$ cat src/verilog/acs_defs.vh
// Constants for the converter sequencer
// What this block does
// - Writing start launches one conversion; bit reads high until done, then clears unless free-run is selected.
// - Channel changed mid-conversion applies only after the running conversion ends.
// - Free-run set by free_run_select; first conversion still needs a start write.
// - Free-run conversions continue regardless of the done flag state.
// - Prescaler counts while enabled, held in reset whenever enable is low.
// - Single-ended conversion starts at next rising prescaled clock edge after start.
// - Normal single-ended conversion lasts 13 converter clock cycles.
// - First conversion after enable lasts 25 converter clock cycles.
// - Sample point at 1.5 cycles normally, 13.5 cycles on first conversion.
// - Completion stores result, sets done flag, clears start in single mode.
// - Free-run restarts immediately at completion, start bit stays high.
// - Differential conversions align to half-rate clock for a fixed sample edge.
// - User differential start takes 13 cycles if half clock low, 14 if high.
// - Automatic differential restarts in free-run take 14 cycles.
// - Selections buffered; active selection tracks buffer until conversion starts.
// - Active selection tracks buffer again in last cycle before done flag.
// - Free-run channel change mid-run yields one more result from old channel.
// - Low byte read blocks result updates until high byte read; flag still sets.
// - Selections take no effect until converter_enable is set.
`ifndef ACS_DEFS_VH
`define ACS_DEFS_VH
`define ACS_NORMAL_CYCLES 5'd13
`define ACS_DIFF_SYNC_CYCLES 5'd14
`define ACS_FIRST_CYCLES 5'd25
`define ACS_SAMPLE_NORMAL 5'd1
`define ACS_SAMPLE_DIFF_SYNC 5'd2
`define ACS_SAMPLE_FIRST 5'd13
`define ACS_PSC_WIDTH 7
`define ACS_RESULT_RESET 10'h000
`define ACS_CHAN_RESET 5'h00
`define ACS_REF_RESET 2'h0
`endif

$ cat src/verilog/acs_prescaler.v
// Converter clock prescaler producing rising and falling edge strobes
`timescale 1ns/1ps
`include "acs_defs.vh"
module acs_prescaler (
    input wire clk_in,
    input wire reset_n_in,
    input wire enable_in,
    input wire [2:0] div_sel_in,
    output reg rise_out,
    output reg fall_out
);
    reg [`ACS_PSC_WIDTH-1:0] count_r;
    reg [`ACS_PSC_WIDTH-1:0] half_w;

    // Ratio set: 2^(sel), sel 0 treated as 2
    always @* begin
        case (div_sel_in)
            3'h0: half_w = 7'h01;
            3'h1: half_w = 7'h01;
            3'h2: half_w = 7'h02;
            3'h3: half_w = 7'h04;
            3'h4: half_w = 7'h08;
            3'h5: half_w = 7'h10;
            3'h6: half_w = 7'h20;
            default: half_w = 7'h40;
        endcase
    end

    always @(posedge clk_in) begin
        if (!reset_n_in || !enable_in) begin
            count_r <= 7'h00;
            rise_out <= 1'b0;
            fall_out <= 1'b0;
        end else begin
            count_r <= (count_r == ((half_w << 1) - 7'h01)) ? 7'h00 : count_r + 7'h01;
            rise_out <= (count_r == ((half_w << 1) - 7'h01));
            fall_out <= (count_r == (half_w - 7'h01));
        end
    end
endmodule // acs_prescaler

$ cat src/verilog/acs_select_buffer.v
// Buffered channel and reference selection with freeze during conversion
`timescale 1ns/1ps
`include "acs_defs.vh"
module acs_select_buffer #(
    parameter CHAN_W = 5
) (
    input wire clk_in,
    input wire reset_n_in,
    input wire enable_in,
    input wire track_in,
    input wire [CHAN_W-1:0] chan_buf_in,
    input wire [1:0] ref_buf_in,
    output reg [CHAN_W-1:0] chan_out,
    output reg [1:0] ref_out
);
    always @(posedge clk_in) begin
        if (!reset_n_in) begin
            chan_out <= `ACS_CHAN_RESET;
            ref_out <= `ACS_REF_RESET;
        end else if (enable_in && track_in) begin
            chan_out <= chan_buf_in;
            ref_out <= ref_buf_in;
        end
    end
endmodule // acs_select_buffer

$ cat src/verilog/acs_sequencer.v
// Conversion sequencer: start, free-run, timing, sample point and result handling
`timescale 1ns/1ps
`include "acs_defs.vh"
module acs_sequencer #(
    parameter CHAN_W = 5
) (
    input wire CORE_CLK_IN,
    input wire RESET_N_IN,
    input wire CONVERTER_ENABLE_IN,
    input wire START_CONVERSION_WRITE_IN,
    input wire FREE_RUN_SELECT_IN,
    input wire [2:0] CLOCK_DIVIDER_SELECT_IN,
    input wire DONE_FLAG_CLEAR_IN,
    input wire [CHAN_W-1:0] CHANNEL_SELECT_IN,
    input wire [1:0] REFERENCE_SELECT_IN,
    input wire DIFFERENTIAL_IN,
    input wire [9:0] SAR_RESULT_IN,
    input wire RESULT_LOW_READ_IN,
    input wire RESULT_HIGH_READ_IN,
    output reg START_CONVERSION_OUT,
    output reg CONVERSION_DONE_FLAG_OUT,
    output reg CONVERSION_DONE_PULSE_OUT,
    output reg SAMPLE_HOLD_OUT,
    output reg BUSY_OUT,
    output reg HALF_RATE_SYNC_CLOCK_OUT,
    output reg [9:0] RESULT_OUT,
    output reg [CHAN_W-1:0] ACTIVE_CHANNEL_OUT,
    output reg [1:0] ACTIVE_REFERENCE_OUT
);
    localparam ST_IDLE = 2'd0;
    localparam ST_ARMED = 2'd1;
    localparam ST_CONV = 2'd2;

    reg [1:0] state_r;
    reg [4:0] cyc_r;
    reg [4:0] len_r;
    reg [4:0] sample_r;
    reg first_r;
    reg lock_r;
    reg track_r;
    reg sh_pend_r;
    wire psc_rise;
    wire psc_fall;
    wire [CHAN_W-1:0] sel_chan;
    wire [1:0] sel_ref;
    wire last_cycle;
    reg [4:0] len_nxt;
    reg [4:0] sample_nxt;
    // Set by a low-byte read so the pair belongs to one conversion, except when that read falls in the cycle a conversion completes
    reg res_hold_r;

    acs_prescaler u_psc (
        .clk_in(CORE_CLK_IN),
        .reset_n_in(RESET_N_IN),
        .enable_in(CONVERTER_ENABLE_IN),
        .div_sel_in(CLOCK_DIVIDER_SELECT_IN),
        .rise_out(psc_rise),
        .fall_out(psc_fall)
    );

    acs_select_buffer #(.CHAN_W(CHAN_W)) u_sel (
        .clk_in(CORE_CLK_IN),
        .reset_n_in(RESET_N_IN),
        .enable_in(CONVERTER_ENABLE_IN),
        .track_in(track_r),
        .chan_buf_in(CHANNEL_SELECT_IN),
        .ref_buf_in(REFERENCE_SELECT_IN),
        .chan_out(sel_chan),
        .ref_out(sel_ref)
    );

    assign last_cycle = (state_r == ST_CONV) && (cyc_r == len_r - 5'd1);

    // Length and sample point of a conversion about to start
    always @* begin
        len_nxt = `ACS_NORMAL_CYCLES;
        sample_nxt = `ACS_SAMPLE_NORMAL;
        if (first_r) begin
            len_nxt = `ACS_FIRST_CYCLES;
            sample_nxt = `ACS_SAMPLE_FIRST;
        end else if (DIFFERENTIAL_IN && HALF_RATE_SYNC_CLOCK_OUT) begin
            len_nxt = `ACS_DIFF_SYNC_CYCLES;
            sample_nxt = `ACS_SAMPLE_DIFF_SYNC;
        end
    end

    // Selection tracks unless locked; also tracks in the final cycle
    always @* begin
        track_r = !lock_r || (last_cycle && psc_rise);
    end

    always @(posedge CORE_CLK_IN) begin
        if (!RESET_N_IN) begin
            state_r <= ST_IDLE;
            cyc_r <= 5'd0;
            len_r <= `ACS_NORMAL_CYCLES;
            sample_r <= `ACS_SAMPLE_NORMAL;
            first_r <= 1'b1;
            lock_r <= 1'b0;
            sh_pend_r <= 1'b0;
            START_CONVERSION_OUT <= 1'b0;
            CONVERSION_DONE_FLAG_OUT <= 1'b0;
            CONVERSION_DONE_PULSE_OUT <= 1'b0;
            SAMPLE_HOLD_OUT <= 1'b0;
            BUSY_OUT <= 1'b0;
            HALF_RATE_SYNC_CLOCK_OUT <= 1'b0;
            RESULT_OUT <= `ACS_RESULT_RESET;
            ACTIVE_CHANNEL_OUT <= `ACS_CHAN_RESET;
            ACTIVE_REFERENCE_OUT <= `ACS_REF_RESET;
        end else begin
            CONVERSION_DONE_PULSE_OUT <= 1'b0;
            SAMPLE_HOLD_OUT <= 1'b0;
            ACTIVE_CHANNEL_OUT <= sel_chan;
            ACTIVE_REFERENCE_OUT <= sel_ref;
            if (DONE_FLAG_CLEAR_IN) begin
                CONVERSION_DONE_FLAG_OUT <= 1'b0;
            end
            if (!CONVERTER_ENABLE_IN) begin
                // Disabling aborts and re-arms the long first conversion
                state_r <= ST_IDLE;
                first_r <= 1'b1;
                lock_r <= 1'b0;
                HALF_RATE_SYNC_CLOCK_OUT <= 1'b0;
                START_CONVERSION_OUT <= 1'b0;
                BUSY_OUT <= 1'b0;
            end else begin
                if (psc_rise) begin
                    HALF_RATE_SYNC_CLOCK_OUT <= !HALF_RATE_SYNC_CLOCK_OUT;
                end
                if (sh_pend_r && psc_fall) begin
                    SAMPLE_HOLD_OUT <= 1'b1;
                    sh_pend_r <= 1'b0;
                end
                case (state_r)
                    ST_IDLE: begin
                        if (START_CONVERSION_WRITE_IN) begin
                            START_CONVERSION_OUT <= 1'b1;
                            state_r <= ST_ARMED;
                        end
                    end
                    ST_ARMED: begin
                        if (psc_rise) begin
                            state_r <= ST_CONV;
                            cyc_r <= 5'd0;
                            len_r <= len_nxt;
                            sample_r <= sample_nxt;
                            lock_r <= 1'b1;
                            BUSY_OUT <= 1'b1;
                            sh_pend_r <= (sample_nxt == 5'd0);
                        end
                    end
                    ST_CONV: begin
                        if (psc_rise) begin
                            cyc_r <= cyc_r + 5'd1;
                            if (cyc_r + 5'd1 == sample_r) begin
                                sh_pend_r <= 1'b1;
                            end
                            if (last_cycle) begin
                                first_r <= 1'b0;
                                lock_r <= 1'b0;
                                CONVERSION_DONE_FLAG_OUT <= 1'b1;
                                CONVERSION_DONE_PULSE_OUT <= 1'b1;
                                if (!res_hold_r) begin
                                    RESULT_OUT <= SAR_RESULT_IN;
                                end
                                if (FREE_RUN_SELECT_IN) begin
                                    // Restart now, ignoring flag state; selection
                                    // latched at this edge is used next time
                                    state_r <= ST_CONV;
                                    cyc_r <= 5'd0;
                                    len_r <= DIFFERENTIAL_IN ? `ACS_DIFF_SYNC_CYCLES
                                                             : `ACS_NORMAL_CYCLES;
                                    sample_r <= DIFFERENTIAL_IN ? `ACS_SAMPLE_DIFF_SYNC
                                                                : `ACS_SAMPLE_NORMAL;
                                    lock_r <= 1'b1;
                                end else begin
                                    state_r <= ST_IDLE;
                                    START_CONVERSION_OUT <= 1'b0;
                                    BUSY_OUT <= 1'b0;
                                end
                            end
                        end
                    end
                    default: state_r <= ST_IDLE;
                endcase
            end
        end
    end

    // Low byte read holds result until the high byte is read
    always @(posedge CORE_CLK_IN) begin
        if (!RESET_N_IN) begin
            res_hold_r <= 1'b0;
        end else if (RESULT_HIGH_READ_IN) begin
            res_hold_r <= 1'b0;
        end else if (RESULT_LOW_READ_IN) begin
            res_hold_r <= 1'b1;
        end
    end
endmodule // acs_sequencer

$ cat config.mk
export PLATFORM = sky130hd
export DESIGN_NAME = acs_sequencer
export DESIGN_NICKNAME = d
export VERILOG_FILES = /design/src/verilog/acs_prescaler.v /design/src/verilog/acs_select_buffer.v /design/src/verilog/acs_sequencer.v
export VERILOG_INCLUDE_DIRS = /design/src /design/src/verilog
export SDC_FILE = /design/constraint.sdc
export NUM_CORES = 1
export LEC_CHECK = 0
export ABC_AREA = 1
export ABC_CLOCK_PERIOD_IN_PS = 2670
export BUFFER_PORTS_ARGS = -buffer_cell sky130_fd_sc_hd__buf_4
export CAP_MARGIN = 20
export CORE_MARGIN = 8
export CORE_UTILIZATION = 55
export DETAILED_ROUTE_END_ITERATION = 10
export GPL_TIMING_DRIVEN = 0
export PLACE_DENSITY = 0.79
export SYNTH_ARGS = -nofsm -noshare
export SYNTH_HDL_FRONTEND = slang
export SYNTH_HIERARCHICAL = 1
export SYNTH_SLANG_ARGS = --single-unit
$ cat constraint.sdc
create_clock -name CORE_CLK_IN -period 2.67 [get_ports CORE_CLK_IN]
set_input_delay 0.267 -clock CORE_CLK_IN [delete_from_list [all_inputs] [get_ports CORE_CLK_IN]]
set_output_delay 0.267 -clock CORE_CLK_IN [all_outputs]
set_load 0.005 [all_outputs]
# Word level (Yosys, flattened, before mapping)
# Cells that the tools add are included.
[word_totals]
elab_cells = 127
reg_bits = 60
input_bits = 29
[op_classes]
n_reduce_logical = 29
mux = 51
addsub = 5
n_bitwise = 2
eq_ne = 18
[op_table]
columns = ["op", "count"]
rows = [
  ["5-bit two-way mux", 13],
  ["7-bit one-hot mux with 6 select lines", 1],
  ["5-bit one-hot mux with 2 select lines", 3],
  ["1-bit two-way mux", 19],
  ["2-bit two-way mux", 9],
  ["4-bit AND reduction", 4],
  ["5-bit AND reduction", 3],
  ["7-bit == test", 2],
  ["7-bit by 1-bit subtractor with 7-bit output (second input constant)", 2],
  ["5-bit == test", 2],
  ["3-bit == test (second input constant)", 3],
  ["2-bit inequality test (second input constant)", 4],
  ["1-bit one-hot mux with 2 select lines", 4],
  ["7-bit by 1-bit adder with 7-bit output (second input constant)", 1],
  ["3-bit by 2-bit == test with 1-bit output (second input constant)", 2],
  ["2-bit one-hot mux with 3 select lines", 1],
  ["6-bit AND reduction", 1],
  ["2-bit OR reduction", 3],
  ["5-bit by 1-bit adder with 5-bit output (second input constant)", 1],
  ["1-bit logical AND", 5],
  ["5-bit zero test", 1],
  ["5-bit by 1-bit subtractor with 5-bit output (second input constant)", 1],
  ["1-bit zero test", 4],
  ["4-bit two-way mux", 1],
  ["11 further kinds", 15],
]

# Depth between registers and ports, before layout
[depth]
ltp_word = 7
ltp_mapped = 14

# Modules after synthesis
# The synthesis kept the hierarchy.
[modules_own_cells]
columns = ["module", "cells_per_inst", "n_inst", "area_per_inst_um2"]
rows = [
  ["acs_sequencer", 264, 1, 1829.3],
  ["acs_prescaler", 98, 1, 701.9],
  ["acs_select_buffer", 44, 1, 289.0],
]

# Worst setup path before layout
# Ideal clock, no wire load.
[synth_timing]
kind = "register to register"
start = "register, netlist name sample_r[0]"
end = "register u_sel.chan_out[0]"
stages_incl_launch_ff = 14
arrival_time_ns = 1.744
path_buffers = 1
setup_ns = 0.113
path_slack_ns = 0.813
path_cell_list = "dfxtp_1 inv_2 ha_1 nand2_1 inv_1 nor2_1 nand2_1 nor2_4 nand4_4 o21ai_0 nand2_2 buf_6 nor2_1 nor2_1"
[synth_lines]
columns = ["element", "line_no", "source"]
rows = [
  ["end signal, assigned", "acs_select_buffer.v:18", "chan_out <= `ACS_CHAN_RESET;"],
  ["end signal, assigned", "acs_select_buffer.v:21", "chan_out <= chan_buf_in;"],
  ["end, declared", "acs_select_buffer.v:13", "output reg [CHAN_W-1:0] chan_out,"],
]

==> run summary <==
## Die
- **die height** 87.61 um
- **overall die area** 7675 sq um
- **CORE AREA** 5042 sq um
- **die width** 87.61 um
- **total number of placement rows** 26
- **initial standard-cell utilization of the core** 55.93%
- **Boundary Pins** 52

## CTS
- **hold_buf cts** 0
- **number of clock buffers inserted by TritonCTS** 5
- **worst-skew pair later-pin latency** 0.31 ns
- **setup bufs post-CTS** 0
- **clock sink count** 54
- **clk slew on worst S/H paths** 0.10 ns
- **maximum level of the CTS H-tree** 2
- **maximum clock insertion buffer count** 2
- **post-cts resize count** 0
- **TritonCTS clock tree** built
- **clock root buffer** clkbuf_8

## STA
- **share of the clock period used by the worst path** 77.32%
- **Setup Skew** 0.008848 ns
- **setup repair after global routing missed its margin** no
- **final hold violation count** 0
- **Hold Slack** 0.1250 ns
- **Post-Route Setup TNS** 0 ns
- **max frequency** 484.4 MHz
- **Tightest Pin Transition** 0.4814 ns
- **Final Setup Violations** 0
- **Relative slew margins** 67.91%
- **min Tclk post-route** 2.064 ns
- **fin. max-slew vios** 0

## Global routing
- **most crowded layer after global routing** met2
- **pin count of the biggest net entering global routing** 18
- **met1 GRT Util** 18.91%
- **first-pass GRT wire length** 10.65 mm
- **number of antenna violations at the first check in global routing** 0
- **vias in the first global route** 2527
- **GRT met3 Usage** 5.441%
- **Overflow after GRT** 0
- **GR Util All Layers** 17.17%
- **M2 GR Usage** 30.51%

## Logic synthesis
- **mean area per synthesized cell** 6.946 sq um
- **area share of the leading cell type in the synthesized netlist** 38.33%
- **mapped cell area** 2820 sq um
- **register bit count reported by yosys** 54
- **number of distinct library cells after synthesis** 31
- **dominant cells by area after synthesis** dfxtp_1, nand2_1, inv_1, nor2_1, nand3_1
- **number of flops mapped to enable cells by yosys** 0
- **part of the Yosys area used for sequential elements** 38.33%
- **Synth area leader** dfxtp_1
- **post-synthesis net count** 442
- **number of instances in the synthesized netlist** 406
- **async set-or-reset flop fraction in the synthesized netlist** 0%
- **total of warnings raised by yosys** 6
- **main flop type after synthesis** dfxtp_1

## Detailed routing
- **total wirelength of the detailed-routed design** 6.175 mm
- **remaining design rule violation count** 0
- **detailed-route vias per instance** 4.803
- **remaining antenna violation count** 0
- **vias** 2560
- **initial DRC count** 80
- **number of iterations in the first detailed-routing pass** 6
- **Wirelength per Cell** 11.59 um

## Setup path
- **data arrival time at the worst-slack endpoint** 2.32 ns
- **instance count on the critical path** 14
- **reg-to-reg setup timing slack** 0.61 ns
- **highest net fanout along the worst path** 10
- **critical path's largest stage delay** 0.38 ns
- **Critical Path Start Type** flip-flop
- **FF-to-FF path depth** 14
- **kind of cell with the highest combined delay on the critical path** simple AND/OR/NAND/NOR gates
- **critical path endpoint category** flip-flop
- **cell breakdown of the critical path** inv_2 -> ha_1 -> nand2_1 -> inv_1 -> nor2_1 -> nand2_1 -> nor2_4 -> nand4_4 -> o21ai_0 -> nand2_2 -> buf_6 -> nand2_1 -> nand2_1 -> nor2_1
- **required time of the critical path** 2.92 ns
- **sum of buffers and inverters on the critical path** 3
- **startpoint-to-endpoint class of the critical path** flip-flop to flip-flop
- **library cell appearing most often on the critical path** nand2_1
- **worst-path cell with the longest stage delay** dfxtp_1

## Place
- **placed wire-length estimate** 4.791 mm
- **Post-Place Cell Area** 3276 sq um
- **Final Wtd Congestion** 0.8324
- **count of input and output buffers** 49

## Layout
- **fraction of layout cells with a size suffix above 1** 20.52%
- **number of inserted diodes** 0
- **layout overhead on the synthesized area** 20.14%
- **Post-layout nets** 498
- **Final Instance Area** 3388 sq um

## Job
- **max cap viols** 0

## Run status
- **status** finished, final reports clean

## Worst hold path
- **path type of the worst min-delay path** primary input to flip-flop
- **cell depth of the worst min-delay path** 2

## Power and ir drop
- **Lkg Pwr** 1.626 nW
- **worst ir drop on vdd** 0.3407 mV
- **areal power density over the cells** 470.6 nW/um^2

==> routing by layer <==
metal,up-vias,part of all wire (%)
met4,0,1.4
met5,-,0
met1,1144,44
met3,8,5.5
met2,46,49
li1,1362,-
==> logic make-up after synthesis <==
logic type / count (synthesis) / share of synthesized area (%)
DFF: 54 / 38.33
adders and majority gates: 7 / 3.105
buffers and inverters: 73 / 10.51
xor gates and xnor gates: 15 / 4.658
and+or+nand+nor: 227 / 37.18
AOI/OAI and AO/OA: 30 / 6.211
==> worst paths after layout <==
| check | start | to |
|---|---|---|
| worst max-delay path | sample_r[0] | u_sel/chan_out[0] |
| worst max register to register | sample_r[0] | u_sel/chan_out[0] |
| worst min-delay path | RESULT_HIGH_READ_IN | res_hold_r |
| worst min register to register | u_sel/chan_out[1] | ACTIVE_CHANNEL_OUT[1] |
==> sequential cells by signal, summed over array words and instances (netlist names), 2 cells and up <==
name and cells:
ACTIVE_CHANNEL_OUT 5, ACTIVE_REFERENCE_OUT 2, RESULT_OUT 10, cyc_r 5
sample_r 3, state_r 2, u_psc/count_r 7, u_sel/chan_out 5
u_sel/ref_out 2
==> cells in the mapped netlist (3+ instances only) <==
library cell	n
a21oi_1	11
clkbuf_1	3
dfxtp_1	54
ha_1	7
inv_1	59
inv_2	5
nand2_1	100
nand2_2	7
nand3_1	31
nand3_2	5
nand4_1	7
nor2_1	56
nor2_2	9
nor2_4	3
nor3_1	5
o21ai_0	13
xnor2_1	5
xor2_1	10
==> per-stage QoR <==
| step | utilization, % | total power, mW | instances | setup slack (ns) |
|---|---|---|---|---|
| final | 67.20 | 1.595 | 533 | 0.6056 |
| after global routing | 67.20 | 1.674 | 533 | 0.3978 |
| after CTS | 67.20 | 1.604 | 533 | 0.5738 |
| after detailed placement | 64.96 | 1.059 | 525 | 0.5940 |
| after global placement | 64.96 | 1.053 | 525 | 0.6267 |
| after floorplan | - | 0.9865 | 406 | 0.8128 |
==> placed cells by master (no fill, tap or decap), drive strengths merged <==
cell	count
clkbuf	8
bufinv	1
a21oi	12
xnor2	5
buf	54
xor2	10
o211ai	2
nand3	36
inv	65
o21ai	13
dfxtp	54
nand4	8
nand2	108
or2	1
nor2	68
o2111ai	1
o21bai	1
ha	7
a21boi	1
nor3	6
clkinv	2
==> final cells by class <==
class / count / area [sq um]
plain buffers: 8 / 52.55
clock buffers: 5 / 68.82
clock inverters: 3 / 43.79
fillers: 458 / 1654
inverters: 65 / 244.0
multi-input cells: 279 / 1443
flip-flops and latches: 54 / 1081
well taps: 70 / 87.58
repair buffers: 49 / 367.9
==> power breakdown <==
part / internal [mW] / switching [mW] / leakage (nW)
registers: 0.824 / 0.0111 / 0.439
clock network: 0.281 / 0.272 / 0.0585
logic: 0.0879 / 0.118 / 1.13
==> worst reg2reg max path, stage by stage, from the launching register on <==
cell	delay, ns
dfxtp_1	0.38
inv_2	0.07
ha_1	0.31
nand2_1	0.07
inv_1	0.03
nor2_1	0.09
nand2_1	0.08
nor2_4	0.12
nand4_4	0.15
o21ai_0	0.23
nand2_2	0.13
buf_6	0.16
nand2_1	0.05
nand2_1	0.04
nor2_1	0.09
(Power assumes the default switching activity.)
